`config.mk`:
```
export PLATFORM = sky130hd
export DESIGN_NAME = plc_top
export DESIGN_NICKNAME = d
export VERILOG_FILES = /design/src/rtl/plc_pkg.sv /design/src/rtl/plc_top.sv /design/src/rtl/plc_profile_bank.sv
export SDC_FILE = /design/constraint.sdc
export NUM_CORES = 2
export LEC_CHECK = 0
export BUFFER_PORTS_ARGS = -buffer_cell sky130_fd_sc_hd__buf_2
export CAP_MARGIN = 25
export CORE_ASPECT_RATIO = 1.2
export CORE_MARGIN = 2
export CORE_UTILIZATION = 25
export CTS_CLUSTER_SIZE = 20
export DETAILED_ROUTE_END_ITERATION = 12
export MAX_ROUTING_LAYER = met4
export PLACE_DENSITY = 0.39
export SLEW_MARGIN = 25
export SYNTH_ARGS = -nofsm -noshare
export SYNTH_HDL_FRONTEND = slang
export SYNTH_SLANG_ARGS = --single-unit
```
`constraint.sdc`:
```
create_clock -name CLK -period 4.8 [get_ports CLK]
set_input_delay 0.48 -clock CLK [delete_from_list [all_inputs] [get_ports CLK]]
set_output_delay 0.48 -clock CLK [all_outputs]
set_load 0.02 [all_outputs]
```
`src/rtl/plc_pkg.sv`:
```
// Package for the PLL operational controls register bank.
// Assumes a byte-wide register map reached over a 32-bit APB slave.
package plc_pkg;
   // Profile windows: base and last index for each reference
   localparam logic [11:0] PROF_BASE = 12'h700;
   localparam logic [11:0] PROF_LAST = 12'h726;
   localparam logic [11:0] PROF_B_BASE = 12'h740;
   localparam logic [11:0] PROF_B_LAST = 12'h766;
   localparam logic [11:0] PROF_C_BASE = 12'h780;
   localparam logic [11:0] PROF_C_LAST = 12'h7a6;
   localparam logic [11:0] PROF_D_BASE = 12'h7c0;
   localparam logic [11:0] PROF_D_LAST = 12'h7e6;
   localparam int PROF_BYTES = 39;
   localparam int PROF_IDX_W = 6;
   localparam int NUM_REFS = 4;
   // Operational control registers (index; byte address = 4 * index)
   localparam logic [11:0] GEN_PWR_DOWN_IDX = 12'ha00;
   localparam logic [11:0] LOOP_MODE_IDX = 12'ha01;
   localparam logic [11:0] STATUS_IDX = 12'ha10;
   // Power-down register fields
   localparam int PD_SOFT_RESET = 7;
   localparam int PD_OSC = 6;
   localparam int PD_SYSTEM_CLOCK_INPUT = 5;
   localparam int PD_REFIN = 4;
   localparam int PD_TIME_TO_DIGITAL_CONVERTER = 3;
   localparam int PD_OUTPUT_ANALOG_PLL = 2;
   localparam int PD_DIST = 1;
   localparam int PD_FULL = 0;
   localparam logic [7:0] GEN_PWR_DOWN_RST = 8'h00;
   // Loop-mode register fields
   localparam int LM_HOLDOVER = 6;
   localparam int LM_FREERUN = 5;
   localparam int LM_SWMODE_HI = 4;
   localparam int LM_SWMODE_LO = 2;
   localparam int LM_REFSEL_HI = 1;
   localparam int LM_REFSEL_LO = 0;
   localparam logic [7:0] LOOP_MODE_RST = 8'h00;
   localparam logic [7:0] LOOP_MODE_MASK = 8'h7f;
   // Soft reset pulse length in cycles
   localparam logic [3:0] SOFT_RST_CYCLES = 4'h4;
   // Switchover modes
   typedef enum logic [2:0] {
      SW_AUTO_REVERT = 3'h0,
      SW_AUTO_NONREV = 3'h1,
      SW_MAN_FALLBACK = 3'h2,
      SW_MAN_HOLDOVER = 3'h3,
      SW_FULL_MANUAL = 3'h4
   } plc_swmode_type;
   // Loop source selection
   typedef enum logic [1:0] {
      LOOP_NORMAL = 2'h0,
      LOOP_HOLD_HIST = 2'h1,
      LOOP_FREERUN = 2'h3
   } plc_loop_type;
endpackage

```
`src/rtl/plc_top.sv`:
```
// PLL operational controls: profile windows, power-down, loop mode.
// Assumes an APB master on CLK; status inputs come from other domains.
`timescale 1ns/100ps
module plc_top
   import plc_pkg::*;
(
   // Clock and reset
   input wire logic CLK,
   input wire logic RSTN,
   // APB slave
   input wire logic PSEL,
   input wire logic PENABLE,
   input wire logic PWRITE,
   input wire logic [13:0] PADDR,
   input wire logic [31:0] PWDATA,
   output logic [31:0] PRDATA,
   output logic PREADY,
   output logic PSLVERR,
   // Status from the loop (asynchronous)
   input wire logic HISTORY_VALID,
   input wire logic PHASE_LOCK_RAW,
   input wire logic FREQ_LOCK_RAW,
   // Power-down controls
   output logic SOFT_RESET_N,
   output logic OSC_SLEEP,
   output logic SYSTEM_CLOCK_INPUT_SLEEP,
   output logic REFIN_SLEEP,
   output logic TIME_TO_DIGITAL_CONVERTER_SLEEP,
   output logic OUTPUT_ANALOG_PLL_SLEEP,
   output logic DIST_SLEEP,
   output logic FULL_SLEEP,
   // Loop controls
   output logic [1:0] LOOP_SOURCE,
   output logic [2:0] SWITCH_MODE,
   output logic MANUAL_MODE,
   output logic [1:0] ACTIVE_REF,
   output logic PHASE_LOCKED,
   output logic FREQ_LOCKED
);
   logic [7:0] pwr_q;
   logic [7:0] loop_q;
   logic [3:0] srst_cnt_q;
   logic [1:0] hist_s_q, plock_s_q, flock_s_q;
   logic [11:0] idx;
   logic setup, acc_wr, acc_rd;
   logic in_prof;
   logic [1:0] prof_ref;
   logic [PROF_IDX_W-1:0] prof_idx;
   logic [7:0] prof_rdata;
   logic [31:0] rdata_d;
   logic hit;
   logic hold_f, free_f;
   plc_loop_type loop_d;

   // Register index from the word address
   assign idx = PADDR[13:2];
   assign setup = PSEL && !PENABLE;
   assign acc_wr = PSEL && PENABLE && PWRITE;
   assign acc_rd = setup && !PWRITE;

   // Profile window decode: same offsets in every reference window
   always_comb begin
      in_prof = 1'b0;
      prof_ref = 2'h0;
      prof_idx = '0;
      if (idx >= PROF_BASE && idx <= PROF_LAST) begin
         in_prof = 1'b1;
         prof_ref = 2'h0;
         prof_idx = PROF_IDX_W'(idx - PROF_BASE);
      end else if (idx >= PROF_B_BASE && idx <= PROF_B_LAST) begin
         in_prof = 1'b1;
         prof_ref = 2'h1;
         prof_idx = PROF_IDX_W'(idx - PROF_B_BASE);
      end else if (idx >= PROF_C_BASE && idx <= PROF_C_LAST) begin
         in_prof = 1'b1;
         prof_ref = 2'h2;
         prof_idx = PROF_IDX_W'(idx - PROF_C_BASE);
      end else if (idx >= PROF_D_BASE && idx <= PROF_D_LAST) begin
         in_prof = 1'b1;
         prof_ref = 2'h3;
         prof_idx = PROF_IDX_W'(idx - PROF_D_BASE);
      end
   end

   // Profile byte arrays
   plc_profile_bank u_bank (
      .clk(CLK),
      .rst_n(RSTN),
      .wr_en(acc_wr && in_prof),
      .ref_sel(prof_ref),
      .idx(prof_idx),
      .wdata(PWDATA[7:0]),
      .rdata(prof_rdata)
   );

   // Power-down register; bits other than the soft reset bit survive soft reset
   always_ff @(posedge CLK or negedge RSTN) begin
      if (!RSTN) begin
         pwr_q <= GEN_PWR_DOWN_RST;
      end else if (acc_wr && idx == GEN_PWR_DOWN_IDX) begin
         pwr_q <= PWDATA[7:0];
      end else if (srst_cnt_q == 4'h1) begin
         pwr_q[PD_SOFT_RESET] <= 1'b0;
      end
   end

   // Loop-mode register; reserved bit never stored
   always_ff @(posedge CLK or negedge RSTN) begin
      if (!RSTN) begin
         loop_q <= LOOP_MODE_RST;
      end else if (acc_wr && idx == LOOP_MODE_IDX) begin
         loop_q <= PWDATA[7:0] & LOOP_MODE_MASK;
      end
   end

   // Soft reset pulse counter, started by the reset bit
   always_ff @(posedge CLK or negedge RSTN) begin
      if (!RSTN) begin
         srst_cnt_q <= 4'h0;
      end else if (acc_wr && idx == GEN_PWR_DOWN_IDX &&
                   PWDATA[PD_SOFT_RESET]) begin
         srst_cnt_q <= SOFT_RST_CYCLES;
      end else if (srst_cnt_q != 4'h0) begin
         srst_cnt_q <= srst_cnt_q - 4'h1;
      end
   end

   // Soft reset output to the operating logic
   always_ff @(posedge CLK or negedge RSTN) begin
      if (!RSTN) begin
         SOFT_RESET_N <= 1'b1;
      end else begin
         SOFT_RESET_N <= !(pwr_q[PD_SOFT_RESET] ||
                           srst_cnt_q != 4'h0);
      end
   end

   // Sleep controls
   always_ff @(posedge CLK or negedge RSTN) begin
      if (!RSTN) begin
         OSC_SLEEP <= 1'b0;
         SYSTEM_CLOCK_INPUT_SLEEP <= 1'b0;
         REFIN_SLEEP <= 1'b0;
         TIME_TO_DIGITAL_CONVERTER_SLEEP <= 1'b0;
         OUTPUT_ANALOG_PLL_SLEEP <= 1'b0;
         DIST_SLEEP <= 1'b0;
         FULL_SLEEP <= 1'b0;
      end else begin
         OSC_SLEEP <= pwr_q[PD_OSC] || pwr_q[PD_FULL];
         SYSTEM_CLOCK_INPUT_SLEEP <= pwr_q[PD_SYSTEM_CLOCK_INPUT] ||
                                     pwr_q[PD_FULL];
         REFIN_SLEEP <= pwr_q[PD_REFIN] || pwr_q[PD_FULL];
         TIME_TO_DIGITAL_CONVERTER_SLEEP <=
            pwr_q[PD_TIME_TO_DIGITAL_CONVERTER] || pwr_q[PD_FULL];
         OUTPUT_ANALOG_PLL_SLEEP <= pwr_q[PD_OUTPUT_ANALOG_PLL] ||
                                    pwr_q[PD_FULL];
         DIST_SLEEP <= pwr_q[PD_DIST] || pwr_q[PD_FULL];
         FULL_SLEEP <= pwr_q[PD_FULL];
      end
   end

   // Two-flop synchronisers; only the second flop feeds the logic
   always_ff @(posedge CLK or negedge RSTN) begin
      if (!RSTN) begin
         hist_s_q <= 2'h0;
         plock_s_q <= 2'h0;
         flock_s_q <= 2'h0;
      end else begin
         hist_s_q <= {hist_s_q[0], HISTORY_VALID};
         plock_s_q <= {plock_s_q[0], PHASE_LOCK_RAW};
         flock_s_q <= {flock_s_q[0], FREQ_LOCK_RAW};
      end
   end

   // Loop source choice
   assign hold_f = loop_q[LM_HOLDOVER];
   assign free_f = loop_q[LM_FREERUN];
   always_comb begin
      if (free_f) begin
         loop_d = LOOP_FREERUN;
      end else if (hold_f) begin
         loop_d = hist_s_q[1] ? LOOP_HOLD_HIST : LOOP_FREERUN;
      end else begin
         loop_d = LOOP_NORMAL;
      end
   end

   // Loop controls and lock indications
   always_ff @(posedge CLK or negedge RSTN) begin
      if (!RSTN) begin
         LOOP_SOURCE <= LOOP_NORMAL;
         SWITCH_MODE <= SW_AUTO_REVERT;
         MANUAL_MODE <= 1'b0;
         ACTIVE_REF <= 2'h0;
         PHASE_LOCKED <= 1'b0;
         FREQ_LOCKED <= 1'b0;
      end else begin
         LOOP_SOURCE <= loop_d;
         SWITCH_MODE <= loop_q[LM_SWMODE_HI:LM_SWMODE_LO];
         MANUAL_MODE <= loop_q[LM_SWMODE_HI:LM_SWMODE_LO]
                        inside {SW_MAN_FALLBACK, SW_MAN_HOLDOVER,
                                SW_FULL_MANUAL};
         ACTIVE_REF <= loop_q[LM_REFSEL_HI:LM_REFSEL_LO];
         PHASE_LOCKED <= plock_s_q[1] && !hold_f;
         FREQ_LOCKED <= flock_s_q[1] && !hold_f;
      end
   end

   // Read data mux
   always_comb begin
      rdata_d = 32'h0;
      hit = 1'b1;
      if (in_prof) begin
         rdata_d[7:0] = prof_rdata;
      end else if (idx == GEN_PWR_DOWN_IDX) begin
         rdata_d[7:0] = pwr_q;
      end else if (idx == LOOP_MODE_IDX) begin
         rdata_d[7:0] = loop_q;
      end else if (idx == STATUS_IDX) begin
         rdata_d[0] = PHASE_LOCKED;
         rdata_d[1] = FREQ_LOCKED;
         rdata_d[5:4] = 2'(loop_d);
         rdata_d[6] = hist_s_q[1];
         rdata_d[7] = !SOFT_RESET_N;
      end else begin
         hit = 1'b0;
      end
   end

   // APB answer: one wait-free access, registered in setup
   always_ff @(posedge CLK or negedge RSTN) begin
      if (!RSTN) begin
         PRDATA <= 32'h0;
         PREADY <= 1'b0;
         PSLVERR <= 1'b0;
      end else begin
         PREADY <= setup;
         PSLVERR <= setup && !hit;
         if (acc_rd) begin
            PRDATA <= hit ? rdata_d : 32'h0;
         end
      end
   end

   // Free run always wins over holdover on the loop source
   AST_FREE_WINS: assert property (@(posedge CLK) disable iff (!RSTN)
      free_f |=> LOOP_SOURCE == LOOP_FREERUN)
      else $error("free run did not win");
   // Holdover without history falls back to free-run word
   AST_HOLD_SRC: assert property (@(posedge CLK) disable iff (!RSTN)
      hold_f && !free_f && !hist_s_q[1] |=> LOOP_SOURCE == LOOP_FREERUN)
      else $error("holdover source wrong");
   // Forced holdover keeps lock flags low
   AST_LOCK_LOW: assert property (@(posedge CLK) disable iff (!RSTN)
      hold_f |=> !PHASE_LOCKED && !FREQ_LOCKED)
      else $error("lock shown in holdover");
   // Reserved loop-mode bit never reads back
   AST_RSVD: assert property (@(posedge CLK) disable iff (!RSTN)
      (loop_q & ~LOOP_MODE_MASK) == 8'h00)
      else $error("reserved bit set");
   // Soft reset request drives the reset output low
   AST_SRST: assert property (@(posedge CLK) disable iff (!RSTN)
      acc_wr && idx == GEN_PWR_DOWN_IDX && PWDATA[PD_SOFT_RESET]
      |=> ##1 !SOFT_RESET_N)
      else $error("soft reset not driven");
   // Soft reset leaves the loop-mode register intact
   AST_KEEP: assert property (@(posedge CLK) disable iff (!RSTN)
      !SOFT_RESET_N && !(acc_wr && idx == LOOP_MODE_IDX)
      |=> $stable(loop_q))
      else $error("register lost in soft reset");
   // Full sleep forces full, oscillator, converter and distribution sleep
   AST_FULL: assert property (@(posedge CLK) disable iff (!RSTN)
      pwr_q[PD_FULL] |=> FULL_SLEEP && OSC_SLEEP
      && TIME_TO_DIGITAL_CONVERTER_SLEEP && DIST_SLEEP)
      else $error("full sleep incomplete");
   // Oscillator sleep follows its bit
   AST_OSC: assert property (@(posedge CLK) disable iff (!RSTN)
      !pwr_q[PD_FULL] |=> OSC_SLEEP == $past(pwr_q[PD_OSC]))
      else $error("oscillator sleep wrong");
   // Reference input sleep follows bit 4
   AST_REFIN: assert property (@(posedge CLK) disable iff (!RSTN)
      !pwr_q[PD_FULL] |=> REFIN_SLEEP == $past(pwr_q[PD_REFIN]))
      else $error("reference sleep wrong");
   // Manual flag is set for the manual holdover code
   AST_MAN: assert property (@(posedge CLK) disable iff (!RSTN)
      loop_q[LM_SWMODE_HI:LM_SWMODE_LO] == SW_MAN_HOLDOVER |=> MANUAL_MODE)
      else $error("manual mode missed");
endmodule

```
`src/rtl/plc_profile_bank.sv`:
```
// Profile byte storage: one identical byte array per input reference.
// Assumes the caller has decoded the reference and byte index.
`timescale 1ns/100ps
module plc_profile_bank
   import plc_pkg::*;
#(
   parameter int REFS = NUM_REFS,
   parameter int BYTES = PROF_BYTES
) (
   // Clock and reset
   input wire logic clk,
   input wire logic rst_n,
   // Access
   input wire logic wr_en,
   input wire logic [1:0] ref_sel,
   input wire logic [PROF_IDX_W-1:0] idx,
   input wire logic [7:0] wdata,
   output logic [7:0] rdata
);
   logic [7:0] mem_q [REFS][BYTES];

   // One generate copy per reference, same layout for all
   for (genvar r = 0; r < REFS; r++) begin : g_ref
      always_ff @(posedge clk or negedge rst_n) begin
         if (!rst_n) begin
            for (int i = 0; i < BYTES; i++) begin
               mem_q[r][i] <= 8'h00;
            end
         end else if (wr_en && ref_sel == 2'(r)) begin
            mem_q[r][idx] <= wdata;
         end
      end
   end

   // Read mux
   assign rdata = mem_q[ref_sel][idx];
endmodule

```
==> out/results.txt <==
The run finished with clean final reports. Static timing analysis puts the maximum clock frequency at 258 MHz. The Yosys step of the flow raised 0 warnings. Summing the areas of all xor and xnor instances in the mapped netlist gives 0.0291% of the synthesized area. Setup total negative slack on the finished layout was measured at 0 ns.

The worst hold path was traced through 4 stages. TritonCTS built the clock tree. STA classifies the critical path startpoint as an input pin. The worst path in the final design needs a cycle of 3.87 ns, including I/O delays and setup. The logs give 330,000 um for the wire length of the first global-routing pass and 0.399 mV for the worst supply voltage drop on vdd. The tools report the initial antenna violation count as 12. The critical path is of the input pin to flop type.

In this run the standard cell core region covers 240,000 um2. The clock root buffer master was clkbuf_16. Global routing used 19.2% of the available tracks across all layers. The share of the Yosys chip area taken by registers is 54.0%. Clock latency on the worst-skew pair, taken at its later pin, is 0.82 ns. The worst-case setup slack after placement came out at 0.0915 ns. The logs give 29.3% for the final core utilization and 28.4% for the tightest slew margin relative to the limit. Counting cells, the worst reg-to-reg path comes to 8. The tree built by TritonCTS fans out to 1,301 sinks. The most numerous cell type found on the critical path is buf_4. For the final database, setup skew stands at 0.0260 ns. The share of synthesized registers carrying an async set or reset is 100%. Summing the areas of all compound-gate instances in the mapped netlist gives 8.18% of the synthesized area.

The number of synthesized register bits is 1,301. The tools report the final hold violation count as 0. The kind of cell adding the most delay to the critical path was compound AO/OA/AOI/OAI gates. The first-pass iteration count of the detailed router was 5. For this design, the slowest cell found on the critical path is a2111oi_1.

The run gives 42,400 as the number of global-route vias before repair. The detail route stage leaves a number of antenna-violating nets equal to 0. The worst path buffer plus inverter count came out at 3. The fraction of final layout cells sized beyond drive strength 1 is 41.1%. The logs give 33.2 nW for the total leakage power and 40,400 for the routed via count. The number of enable flip-flop cells after synthesis was 0.

After detailed routing, the average wire length per cell comes to 28.4 um. Summed over all layers, the global routing overflow is 0. The post-CTS clock slew at the launch and capture registers of the worst setup and hold paths is 0.06 ns.

For the placer's final routability congestion estimate, the log shows 0.833. The chip width was 452 um; the final worst-path cycle share was 80.7%. The area of the die was 245,000 um2; the DRC violation count after routing was 0. The run gives 0 as the number of buffers inserted to repair setup after CTS. The tools report the post-synth design cell area as 60,300 um2.

The dominant register cell in the synthesized netlist was dfrtp_1. After Yosys synthesis, and, or, nand and nor cells account for 5.53% of the synthesized area. The final number of max-transition violations was 0.

Excluding fillers, the count of instances in the completed layout stands at 8,091. The tools report the worst endpoint data arrival time as 4.62 ns. The synthesized netlist devotes 0.0623% of its cell area to adder and majority cells.

For this design the top-level I/O count stands at 106. Clock tree synthesis inserted a total of 150 buffers. The height of the die was 542 um. At the end of the flow, the number of nets in the layout was 4,846.

At the pin with the least slew margin, the transition time is 1.07 ns. Post-synthesis average cell area: 12.9 um2. The count of different cell masters after synthesis came out at 85.

The final worst hold slack was 0.145 ns. The critical path goes through buf_2, or3b_4, or2_1, a21o_4, buf_4, o22ai_1, o21ai_0, a21oi_1, a2111oi_1, buf_4, a22oi_1, a31oi_1. Setup violations remaining at the end of the flow were counted as 0. The row count is 197, and the longest individual stage delay on the worst path is 0.71 ns. The number of vias per cell after detailed routing was 4.99. Including well taps, the total number of placed cells is 7,815. The initial standard-cell utilization of the core was 25.1%; the number of DRC violations after detailed-routing iteration 0 was 2,431. Wires add up to 230,000 um. The multiplexer area fraction after synthesis was 29.2%; the power per unit of standard cell area was 336 nW/um2. In this run the worst path has a maximum fanout of 26. The worst setup path is captured at a flop.

STA puts the critical path data required time at 5.54 ns. In this run the deepest clock path goes through 3 buffers. The count of buffers added on input and output ports is 55.

Worst min-delay path class: input pin to flop. The count of maximum capacitance violations was 0. The number of gates on the worst path with buffers counted came out at 12.

The number of standard cells after synthesis is 4,677. The pin count of the biggest net entering global routing is 148, and the number of H-tree levels is 4. Setup repair after global routing left no endpoint under its margin. The HPWL after detailed placement is 150,000 um. The tools report the minimum setup slack in the final design as 0.926 ns.

The layout-stage area growth over the synthesis result was 16.7%. After synthesis, the largest family of logic cells by area is multiplexers.
layer usage:
layer	wire (um)	vias up	track usage [%]
met3	8400	296	2.61
met2	114000	840	31.9
met5	0	-	-
li1	-	17400	-
met4	7960	0	6.30
met1	99500	21800	24.0
final timing paths:
| kind | start | end | slack [ns] |
|---|---|---|---|
| min | PWRITE | PRDATA[5] | 0.15 |
| max reg2reg | u_bank.mem_q[464] | PRDATA[0] | 1.95 |
| max | PADDR[6] | PRDATA[2] | 0.93 |
| min reg2reg | flock_s_q[0] | flock_s_q[1] | 0.35 |
| max in group asynchronous | RSTN | u_bank.mem_q[962] | 3.06 |
| min in group asynchronous | RSTN | u_bank.mem_q[564] | 0.26 |
worst reg2reg max path, stage by stage (launching register included):
cell,delay [ns]
dfrtp_1,0.37
nor2b_1,0.13
a211oi_1,0.35
o21ai_0,0.18
a31oi_1,0.37
a211o_1,0.29
o22ai_1,0.10
o21ai_0,0.76
a21oi_1,0.16
cells in the final DEF (no fill, tap or decap), types with 11 or more instances in the layout:
| cell | synthesis | layout |
|---|---|---|
| clkbuf_1 | 209 | 54 |
| a221oi_1 | 41 | 41 |
| or3_1 | 16 | 15 |
| o21ai_0 | 111 | 110 |
| a31oi_1 | 36 | 36 |
| buf_4 | 38 | 216 |
| and3_1 | 15 | 15 |
| o221ai_1 | 92 | 92 |
| nor2b_1 | 36 | 36 |
| o211ai_1 | 19 | 19 |
| mux2_2 | 1368 | 1368 |
| a21oi_1 | 91 | 90 |
| nor2_2 | 41 | 47 |
| nand3_1 | 68 | 67 |
| nor3_1 | 33 | 31 |
| nand4_1 | 13 | 13 |
| buf_2 | 90 | 44 |
| clkinv_2 | 0 | 13 |
| dfrtp_1 | 1300 | 1300 |
| nand2_1 | 324 | 323 |
| mux4_2 | 21 | 21 |
| nor2_1 | 117 | 109 |
| conb_1 | 1 | 24 |
| clkbuf_8 | 0 | 28 |
| clkbuf_16 | 0 | 152 |
| o22ai_1 | 103 | 103 |
| a22oi_1 | 30 | 30 |
| buf_12 | 0 | 37 |
| inv_1 | 15 | 15 |
| a211oi_1 | 62 | 61 |
| mux2i_1 | 172 | 172 |
| a2111oi_0 | 14 | 12 |
| o31ai_1 | 11 | 11 |
repair_timing:
item,in CTS,in global routing
resized for setup,0,0
hold buffers,6,0
setup endpoints to repair,0,0
endpoints found under the hold margin,83,0
through the flow:
step / instance area [um2] / power (mW)
after floorplan: 60300 / 11.7
after global placement: 65400 / 12.4
after detailed placement: 65400 / 12.4
after CTS: 70300 / 24.1
after global routing: 70300 / 24.5
final: 70300 / 23.6
sequential cells by signal, indices dropped and copies added (netlist names), 2 cells and up:
register / cells
pwr_q: 8
u_bank.mem_q: 1248
PRDATA: 8
plock_s_q: 2
ACTIVE_REF: 2
srst_cnt_q: 4
SWITCH_MODE: 3
loop_q: 7
LOOP_SOURCE: 2
flock_s_q: 2
hist_s_q: 2
report_power, final:
group          switching (mW)  total [mW]  internal [mW]
registers              0.0338        11.0           11.0
clock network            4.88        11.4           6.54
logic                   0.919        1.17          0.254
total                    5.84        23.6           17.8
cells in the mapped netlist, types with 7 or more instances:
master,count,area (um2)
mux2_2,1368,15400
dfrtp_1,1300,32500
nand2_1,324,1220
clkbuf_1,209,785
mux2i_1,172,1720
nor2_1,117,439
o21ai_0,111,556
o22ai_1,103,644
o221ai_1,92,806
a21oi_1,91,455
buf_2,90,450
nand3_1,68,340
a211oi_1,62,465
a221oi_1,41,359
nor2_2,41,257
buf_4,38,285
a31oi_1,36,225
nor2b_1,36,225
nor3_1,33,165
buf_1,32,120
a22oi_1,30,225
mux4_2,21,473
o211ai_1,19,143
or3_1,16,100
and3_1,15,93.8
inv_1,15,56.3
a2111oi_0,14,123
nand4_1,13,81.3
o2111ai_1,11,96.3
o31ai_1,11,82.6
or2_2,9,56.3
nand2_2,8,50.1
and2_1,7,43.8
buf_6,7,78.8
nor4_1,7,43.8
cell families (layout without fill, tap and decap cells):
logic type | Yosys count | count (layout)
buffers and inverters | 392 | 597
AO/OA/AOI/OAI | 700 | 700
AND/OR/NAND/NOR | 717 | 717
flip-flops | 1301 | 1301
adder cells (fa/ha/maj) | 3 | 3
other | 1 | 26
XOR/XNOR | 2 | 2
multiplexers | 1561 | 1561
layout make-up:
class / count / area [um2]
Antenna cell: 2 / 5.00
Clock buffer: 234 / 4390
Clock inverter: 34 / 430
Fill cell: 24300 / 170000
Inverter: 16 / 60.1
Multi-Input combinational cell: 3007 / 26100
Sequential cell: 1301 / 32600
Tap cell: 3184 / 3980
Timing Repair Buffer: 313 / 2760
Note: power is estimated with default switching activity, not from simulation.
